### src/hdl/pl_pkg.sv
// Shared constants for the party-line peripheral controller.
// Assumes a 10 MHz system clock and a word-addressed Avalon-MM register port.
package pl_pkg;

   localparam int ADDR_W  = 8;
   localparam int WORD_W  = 16;
   localparam int NIB_W   = 4;
   localparam int REG_AW  = 3;

   // Control-bus field positions.
   localparam int STAT_LSB     = 8;
   localparam int CMD_IN_BIT   = 12;
   localparam int CMD_OUT_BIT  = 13;
   localparam int CMD_STAT_BIT = 14;

   // Register word indices.
   localparam logic [REG_AW-1:0] REG_CTRL  = 3'h0;
   localparam logic [REG_AW-1:0] REG_PSTAT = 3'h1;
   localparam logic [REG_AW-1:0] REG_TX    = 3'h2;
   localparam logic [REG_AW-1:0] REG_RX    = 3'h3;
   localparam logic [REG_AW-1:0] REG_DONE  = 3'h4;
   localparam logic [REG_AW-1:0] REG_STATE = 3'h5;

   // Field positions inside the registers.
   localparam int CTRL_IRQ_BIT  = 8;
   localparam int CTRL_EN_BIT   = 9;
   localparam int ST_IN_BIT     = 3;
   localparam int ST_OUT_BIT    = 4;
   localparam int ST_STAT_BIT   = 5;
   localparam int ST_RXNEW_BIT  = 6;
   localparam int ST_PRIO_BIT   = 7;

   // Reset values.
   localparam logic [ADDR_W-1:0] OWN_ADDR_RST = 8'h30;
   localparam logic [NIB_W-1:0]  PSTAT_RST    = 4'h0;
   localparam logic [WORD_W-1:0] WORD_RST     = 16'h0000;

   // Timing: the data-card flag and data drive stand for at least this long.
   localparam int CLK_NS        = 100;
   localparam int DATA_FLAG_NS  = 200;
   localparam int DATA_FLAG_CYC = (DATA_FLAG_NS + CLK_NS - 1) / CLK_NS;

   typedef enum logic [2:0]
   {
      ST_IDLE = 3'b000,
      ST_STAT = 3'b001,
      ST_WAIT = 3'b010,
      ST_BUSY = 3'b011,
      ST_SEND = 3'b100,
      ST_DONE = 3'b101
   } pl_state_t;

endpackage

### src/hdl/pl_sync.sv
// Two-flop synchroniser for a vector of unrelated pin levels.
// Assumes each bit is a slow level; bits are not guaranteed to arrive together.
`timescale 1ns/1ns
module pl_sync
#(
   parameter int W = 1
)
(
   input  wire logic         clock,
   input  wire logic         rst,
   input  wire logic [W-1:0] d,
   output logic      [W-1:0] q
);

   logic [W-1:0] meta_r;
   logic [W-1:0] meta_nxt;
   logic [W-1:0] q_nxt;

   always_comb
   begin
      meta_nxt = d;
      q_nxt    = meta_r;
   end

   always_ff @(posedge clock)
   begin
      if (rst)
      begin
         meta_r <= '0;
         q      <= '0;
      end
      else
      begin
         meta_r <= meta_nxt;
         q      <= q_nxt;
      end
   end

endmodule

### src/hdl/pl_slave.sv
// Avalon-MM slave handshake: one wait cycle, then completion.
// Assumes the master holds its request until it sees waitrequest low.
`timescale 1ns/1ns
module pl_slave
(
   input  wire logic        clock,
   input  wire logic        rst,
   input  wire logic        read,
   input  wire logic        write,
   input  wire logic [31:0] rd_word,
   output logic      [31:0] readdata,
   output logic             waitrequest,
   output logic             commit
);

   logic        wait_nxt;
   logic [31:0] rdata_nxt;

   always_comb
   begin
      wait_nxt  = 1'b1;
      rdata_nxt = readdata;
      if ((read | write) & waitrequest)
         wait_nxt = 1'b0;
      if (read & waitrequest)
         rdata_nxt = rd_word;
      commit = (read | write) & ~waitrequest;
   end

   always_ff @(posedge clock)
   begin
      if (rst)
      begin
         waitrequest <= 1'b1;
         readdata    <= 32'h0000_0000;
      end
      else
      begin
         waitrequest <= wait_nxt;
         readdata    <= rdata_nxt;
      end
   end

endmodule

### src/hdl/party_line_ctrl.sv
// Party-line peripheral controller: device end of the shared control/data bus.
// Assumes bus pins come from another domain; the peripheral is software on Avalon-MM.
//
// Contract
// 8 address, 16 data, 4 command, 4 status lines.
// Start needs command, own address, strobes.
// Decoder and strobes pick latch or drive.
// Done flag only after control strobe falls.
// Drive own address on low control lines.
// Never share control bus with host address.
// Input: drive data and data flag together.
// Output transfers leave data flag unused.
// Status: control bus and control flag only.
// Break priority chain while requesting interrupt.
// Fastest controllers sit highest in chain.
// Host input command sets bit 12.
// Host output command sets bit 13.
// Control card strobe carries address and command.
// Data card strobe announces valid output data.
// Polled host waits for the done flag.
// Bit 14 returns status, not data.
// Status occupies control bits 8 to 11.
// Release control lines when not transmitting.
// New control strobe clears held request first.
//
// The address map and the Avalon-MM interface to the registers were chosen for this implementation.
`timescale 1ns/1ns
module party_line_ctrl
   import pl_pkg::*;
(
   input  wire logic              clock,
   input  wire logic              rst,
   input  wire logic [REG_AW-1:0] address,
   input  wire logic              read,
   input  wire logic              write,
   input  wire logic [31:0]       writedata,
   output logic      [31:0]       readdata,
   output logic                   waitrequest,
   input  wire logic [WORD_W-1:0] ctl_in,
   output logic      [WORD_W-1:0] ctl_out,
   output logic      [WORD_W-1:0] ctl_oe,
   input  wire logic [WORD_W-1:0] data_in,
   output logic      [WORD_W-1:0] data_out,
   output logic      [WORD_W-1:0] data_oe,
   input  wire logic              encode_ctl,
   input  wire logic              encode_data,
   output logic                   flag_ctl,
   output logic                   flag_data,
   input  wire logic              prio_in,
   output logic                   prio_out
);

   localparam int SW = 2 * WORD_W + 3;

   logic [SW-1:0]     sync_q;
   logic [WORD_W-1:0] ctl_s;
   logic [WORD_W-1:0] data_s;
   logic              enc_c_s;
   logic              enc_d_s;
   logic              prio_s;
   logic              enc_c_q;
   logic              enc_d_q;
   logic              enc_c_rise;
   logic              enc_d_rise;
   logic              commit;
   logic [31:0]       rd_word;

   pl_state_t         state_r;
   pl_state_t         state_nxt;
   logic [ADDR_W-1:0] own_r;
   logic [ADDR_W-1:0] own_nxt;
   logic              irq_r;
   logic              irq_nxt;
   logic              en_r;
   logic              en_nxt;
   logic [NIB_W-1:0]  pstat_r;
   logic [NIB_W-1:0]  pstat_nxt;
   logic [WORD_W-1:0] tx_r;
   logic [WORD_W-1:0] tx_nxt;
   logic [WORD_W-1:0] rx_r;
   logic [WORD_W-1:0] rx_nxt;
   logic              rxnew_r;
   logic              rxnew_nxt;
   logic [2:0]        cmd_r;
   logic [2:0]        cmd_nxt;
   logic [3:0]        cnt_r;
   logic [3:0]        cnt_nxt;
   logic [WORD_W-1:0] ctl_out_nxt;
   logic [WORD_W-1:0] ctl_oe_nxt;
   logic [WORD_W-1:0] data_out_nxt;
   logic [WORD_W-1:0] data_oe_nxt;
   logic              flag_ctl_nxt;
   logic              flag_data_nxt;
   logic              prio_out_nxt;
   logic              hit;
   logic              wr_hit;
   logic              periph_done;
   logic              pending;

   pl_sync #(.W(SW)) u_sync
   (
      .clock (clock),
      .rst   (rst),
      .d     ({prio_in, encode_data, encode_ctl, data_in, ctl_in}),
      .q     (sync_q)
   );

   pl_slave u_slave
   (
      .clock       (clock),
      .rst         (rst),
      .read        (read),
      .write       (write),
      .rd_word     (rd_word),
      .readdata    (readdata),
      .waitrequest (waitrequest),
      .commit      (commit)
   );

   assign ctl_s   = sync_q[WORD_W-1:0];
   assign data_s  = sync_q[2*WORD_W-1:WORD_W];
   assign enc_c_s = sync_q[2*WORD_W];
   assign enc_d_s = sync_q[2*WORD_W+1];
   assign prio_s  = sync_q[2*WORD_W+2];

   // Read mux; unmapped words read as zero.
   always_comb
   begin
      rd_word = 32'h0000_0000;
      unique case (address)
         REG_CTRL:  rd_word = {22'h0, en_r, irq_r, own_r};
         REG_PSTAT: rd_word = {28'h0, pstat_r};
         REG_TX:    rd_word = {16'h0, tx_r};
         REG_RX:    rd_word = {16'h0, rx_r};
         REG_STATE: rd_word = {24'h0, prio_s, rxnew_r, cmd_r, state_r};
         default:   rd_word = 32'h0000_0000;
      endcase
   end

   always_comb
   begin
      enc_c_rise = enc_c_s & ~enc_c_q;
      enc_d_rise = enc_d_s & ~enc_d_q;
      wr_hit     = commit & write;
      own_nxt    = own_r;
      irq_nxt    = irq_r;
      en_nxt     = en_r;
      pstat_nxt  = pstat_r;
      tx_nxt     = tx_r;
      rx_nxt     = rx_r;
      rxnew_nxt  = rxnew_r;
      cmd_nxt    = cmd_r;
      cnt_nxt    = cnt_r;
      state_nxt  = state_r;
      if (wr_hit && address == REG_CTRL)
      begin
         own_nxt = writedata[ADDR_W-1:0];
         irq_nxt = writedata[CTRL_IRQ_BIT];
         en_nxt  = writedata[CTRL_EN_BIT];
      end
      if (wr_hit && address == REG_PSTAT)
         pstat_nxt = writedata[NIB_W-1:0];
      if (wr_hit && address == REG_TX)
         tx_nxt = writedata[WORD_W-1:0];
      if (wr_hit && address == REG_STATE && writedata[ST_RXNEW_BIT])
         rxnew_nxt = 1'b0;
      periph_done = wr_hit && address == REG_DONE && writedata[0];
      // Only a command on the enabled device's own address starts work.
      hit = en_r && ctl_s[ADDR_W-1:0] == own_r
            && (ctl_s[CMD_IN_BIT] | ctl_s[CMD_OUT_BIT] | ctl_s[CMD_STAT_BIT]);

      unique case (state_r)
         ST_IDLE: ;
         ST_STAT:
            if (!enc_c_s)
               state_nxt = ST_IDLE;
         ST_WAIT:
            if (enc_d_rise)
            begin
               rx_nxt    = data_s;
               rxnew_nxt = 1'b1;
               state_nxt = ST_BUSY;
            end
         ST_BUSY:
            if (periph_done)
            begin
               cnt_nxt   = 4'(DATA_FLAG_CYC);
               state_nxt = cmd_r[0] ? ST_SEND : ST_DONE;
            end
         ST_SEND:
         begin
            cnt_nxt = cnt_r - 4'h1;
            if (cnt_r == 4'h1)
               state_nxt = ST_DONE;
         end
         ST_DONE: ;
         default:
            state_nxt = ST_IDLE;
      endcase

      // A fresh control strobe drops any held request before the new command.
      if (enc_c_rise)
      begin
         if (hit)
         begin
            cmd_nxt = {ctl_s[CMD_STAT_BIT], ctl_s[CMD_OUT_BIT], ctl_s[CMD_IN_BIT]};
            if (ctl_s[CMD_STAT_BIT])
               state_nxt = ST_STAT;
            else if (ctl_s[CMD_IN_BIT])
               state_nxt = ST_BUSY;
            else
               state_nxt = ST_WAIT;
         end
         else if (state_r == ST_DONE)
            state_nxt = ST_IDLE;
      end

      pending       = state_nxt == ST_DONE && irq_nxt;
      // The done flag waits for the host strobe to drop, and in interrupt mode
      // for priority from above, so two devices never answer at once.
      flag_ctl_nxt  = (state_nxt == ST_STAT && enc_c_s)
                      || (state_nxt == ST_DONE && !enc_c_s && (!irq_nxt || prio_s));
      flag_data_nxt = state_nxt == ST_SEND;
      prio_out_nxt  = prio_s & ~pending;
      data_out_nxt  = tx_r;
      data_oe_nxt   = {WORD_W{state_nxt == ST_SEND}};
      ctl_out_nxt   = '0;
      ctl_oe_nxt    = '0;
      if (state_nxt == ST_STAT && enc_c_s)
      begin
         ctl_out_nxt[STAT_LSB +: NIB_W] = pstat_nxt;
         ctl_oe_nxt[STAT_LSB +: NIB_W]  = {NIB_W{1'b1}};
      end
      if (pending && flag_ctl_nxt)
      begin
         ctl_out_nxt[ADDR_W-1:0] = own_nxt;
         ctl_oe_nxt[ADDR_W-1:0]  = {ADDR_W{1'b1}};
      end
   end

   always_ff @(posedge clock)
   begin
      if (rst)
      begin
         state_r   <= ST_IDLE;
         own_r     <= OWN_ADDR_RST;
         irq_r     <= 1'b0;
         en_r      <= 1'b0;
         pstat_r   <= PSTAT_RST;
         tx_r      <= WORD_RST;
         rx_r      <= WORD_RST;
         rxnew_r   <= 1'b0;
         cmd_r     <= 3'h0;
         cnt_r     <= 4'h0;
         enc_c_q   <= 1'b0;
         enc_d_q   <= 1'b0;
         ctl_out   <= WORD_RST;
         ctl_oe    <= WORD_RST;
         data_out  <= WORD_RST;
         data_oe   <= WORD_RST;
         flag_ctl  <= 1'b0;
         flag_data <= 1'b0;
         prio_out  <= 1'b0;
      end
      else
      begin
         state_r   <= state_nxt;
         own_r     <= own_nxt;
         irq_r     <= irq_nxt;
         en_r      <= en_nxt;
         pstat_r   <= pstat_nxt;
         tx_r      <= tx_nxt;
         rx_r      <= rx_nxt;
         rxnew_r   <= rxnew_nxt;
         cmd_r     <= cmd_nxt;
         cnt_r     <= cnt_nxt;
         enc_c_q   <= enc_c_s;
         enc_d_q   <= enc_d_s;
         ctl_out   <= ctl_out_nxt;
         ctl_oe    <= ctl_oe_nxt;
         data_out  <= data_out_nxt;
         data_oe   <= data_oe_nxt;
         flag_ctl  <= flag_ctl_nxt;
         flag_data <= flag_data_nxt;
         prio_out  <= prio_out_nxt;
      end
   end
endmodule

### config.mk
export PLATFORM = sky130hd
export DESIGN_NAME = party_line_ctrl
export DESIGN_NICKNAME = d
export VERILOG_FILES = /design/src/hdl/pl_pkg.sv /design/src/hdl/pl_sync.sv /design/src/hdl/pl_slave.sv /design/src/hdl/party_line_ctrl.sv
export SDC_FILE = /design/constraint.sdc
export NUM_CORES = 1
export LEC_CHECK = 0
export ABC_AREA = 1
export BUFFER_PORTS_ARGS = -buffer_cell sky130_fd_sc_hd__clkbuf_2
export CAP_MARGIN = 20
export CORE_MARGIN = 2
export CORE_UTILIZATION = 40
export DETAILED_ROUTE_END_ITERATION = 10
export GPL_TIMING_DRIVEN = 0
export PLACE_DENSITY = 0.69
export SLEW_MARGIN = 15
export SYNTH_ARGS = -nofsm -noshare
export SYNTH_HDL_FRONTEND = slang
export SYNTH_HIERARCHICAL = 1
export SYNTH_SLANG_ARGS = --single-unit
### constraint.sdc
create_clock -name clock -period 5.1 [get_ports clock]
set_input_delay 1.02 -clock clock [delete_from_list [all_inputs] [get_ports clock]]
set_output_delay 1.02 -clock clock [all_outputs]
set_load 0.01 [all_outputs]
==> results.json <==
{
  "outcome": "complete, no violations",
  "wirelength_microns": 16300,
  "fin_crit_sh_pct": 47.2,
  "fin_crit_ns": 2.41,
  "final_max_slew_viol_count": 0,
  "coreArea_sq_um": 17400,
  "p_per_area_nw_per_um2": 340,
  "grt_setup_unrepaired": "no",
  "antennaDiodeCount": 0,
  "die_h_microns": 138,
  "dp_hpwl_microns": 12600,
  "routed_via_density": 4.32,
  "clock-sinks": 185,
  "overflow": 0,
  "die_area_sq_um": 19000,
  "arrival_ns": 1.39,
  "drive_above_1_share_pct": 24.6,
  "fin_setup_tns_ns": 0,
  "cts_root_buffer": "clkbuf_16",
  "start_util_pct": 41.2,
  "cp-start-kind": "flip-flop",
  "criticalPathCategory": "reg -> out",
  "yosysWarnings": 6,
  "required_ns": 4.08,
  "ctsResizeCount": 0,
  "nets": 1170,
  "whs_ns": 0.396,
  "cts_max_path_buffers": 2,
  "pin_count": 174,
  "gp_congestion": 0.941,
  "hold_viol_final": 0,
  "postRouteAntennaNets": 0,
  "synth.cell_area_sq_um": 7180,
  "first_iter_violations": 326,
  "tritoncts": "done",
  "fmax_mhz": 415,
  "clkLatencyLatePin_ns": 0.43,
  "drtPass1Iterations": 4,
  "rows": 48,
  "ctsHoldBuffers": 0,
  "cp_max_fo": 17,
  "cap_viol_max_count": 0,
  "grt_max_degree": 18,
  "tightest_slew_ns": 0.654,
  "die-width_microns": 138,
  "hp-class": "reg -> reg",
  "antenna_found_initial": 2,
  "grt_pass1_vias": 5332,
  "avgSynthCellArea_sq_um": 7.90,
  "grt_usage_pct": 18.0,
  "syn_to_final_growth_pct": 23.2,
  "fin_skew_ns": 0.00881,
  "cts-buffers-inserted": 17,
  "clkTransAtPathRegs_ns": 0.06,
  "p_leak_nw": 4.39,
  "max_slew_margin_pct": 56.4,
  "drc_errors": 0,
  "grt_pass1_wl_microns": 25900,
  "vdd_drop_max_uv": 258,
  "port_buffers": 143,
  "reg2reg_slack_ns": 3.14,
  "wl_per_cell_microns": 12.3,
  "syn_inst": 909,
  "vias": 5756,
  "cts_max_level": 4,
  "worst_setup_path_end_kind": "output pin",
  "cts_setup_buffers": 0,
  "setup_viol": 0,
  "fin_util_pct": 50.8
}
==> power breakdown <==
group          leakage, nW  switching [mW]  total (mW)  internal [mW]
logic                 2.60           0.132       0.217         0.0850
clock network        0.283           0.535        1.28          0.746
registers             1.51          0.0207        1.51           1.49
==> worst paths after layout <==
kind,end,cells after the start,startpoint
max,data_oe[3],2,flag_data$_SDFF_PP0_
min reg2reg,u_sync/q[30]$_SDFF_PP0_,2,u_sync/meta_r[30]$_SDFF_PP0_
min,u_sync/q[30]$_SDFF_PP0_,2,u_sync/meta_r[30]$_SDFF_PP0_
max reg2reg,ctl_out[1]$_SDFF_PP0_,12,u_slave/waitrequest$_SDFF_PP1_
==> final cells by class <==
type / instances / area (sq um)
multi-input cells: 501 / 2380
plain buffers: 69 / 502
flip-flops and latches: 185 / 3700
inverters: 177 / 683
clock inverters: 10 / 121
fillers: 1718 / 8570
well taps: 225 / 282
repair buffers: 143 / 716
clock buffers: 21 / 460
==> layer usage <==
| metal | share of wire, % | GRT usage (%) |
|---|---|---|
| met3 | 6.8 | 4.20 |
| met5 | 0.080 | 0 |
| met4 | 1.4 | 7.54 |
| met1 | 45 | 22.7 |
| met2 | 46 | 29.4 |
==> flip-flops by register name, indices dropped and copies added, names as in the netlist, 3 cells and up <==
signal,flops
u_slave/readdata,32
u_sync/meta_r,30
u_sync/q,30
data_out,16
data_out_nxt,16
rx_r,16
ctl_out,12
own_r,8
cnt_r,4
pstat_r,4
cmd_r,3
state_r,3
==> layout by cell type, fill, tap and decap left out, types with 15 or more instances in the layout <==
| cell | instances |
|---|---|
| inv_1 | 158 |
| o22ai_1 | 15 |
| inv_2 | 15 |
| clkbuf_2 | 143 |
| o21ai_0 | 52 |
| dfxtp_1 | 185 |
| a21oi_1 | 44 |
| nand2_1 | 112 |
| clkbuf_16 | 17 |
| conb_1 | 24 |
| nor2_1 | 183 |
| buf_4 | 35 |
==> critical path, cell delays in order (launching register included) <==
cell and delay (ns):
dfxtp_1 0.64, buf_4 0.19, clkbuf_2 0.12
==> metrics by stage <==
step | power (mW) | setup slack, ns | area (sq um) | cells
after global placement | 1.76 | 2.33 | 8270 | 1300
after CTS | 3.04 | 2.66 | 8850 | 1331
final | 3.01 | 2.69 | 8850 | 1331
after detailed placement | 1.76 | 2.32 | 8270 | 1300
after floorplan | 1.68 | 2.75 | 7270 | 932
after global routing | 3.13 | 2.56 | 8850 | 1331
No activity file was read; power rests on OpenSTA's default activity.
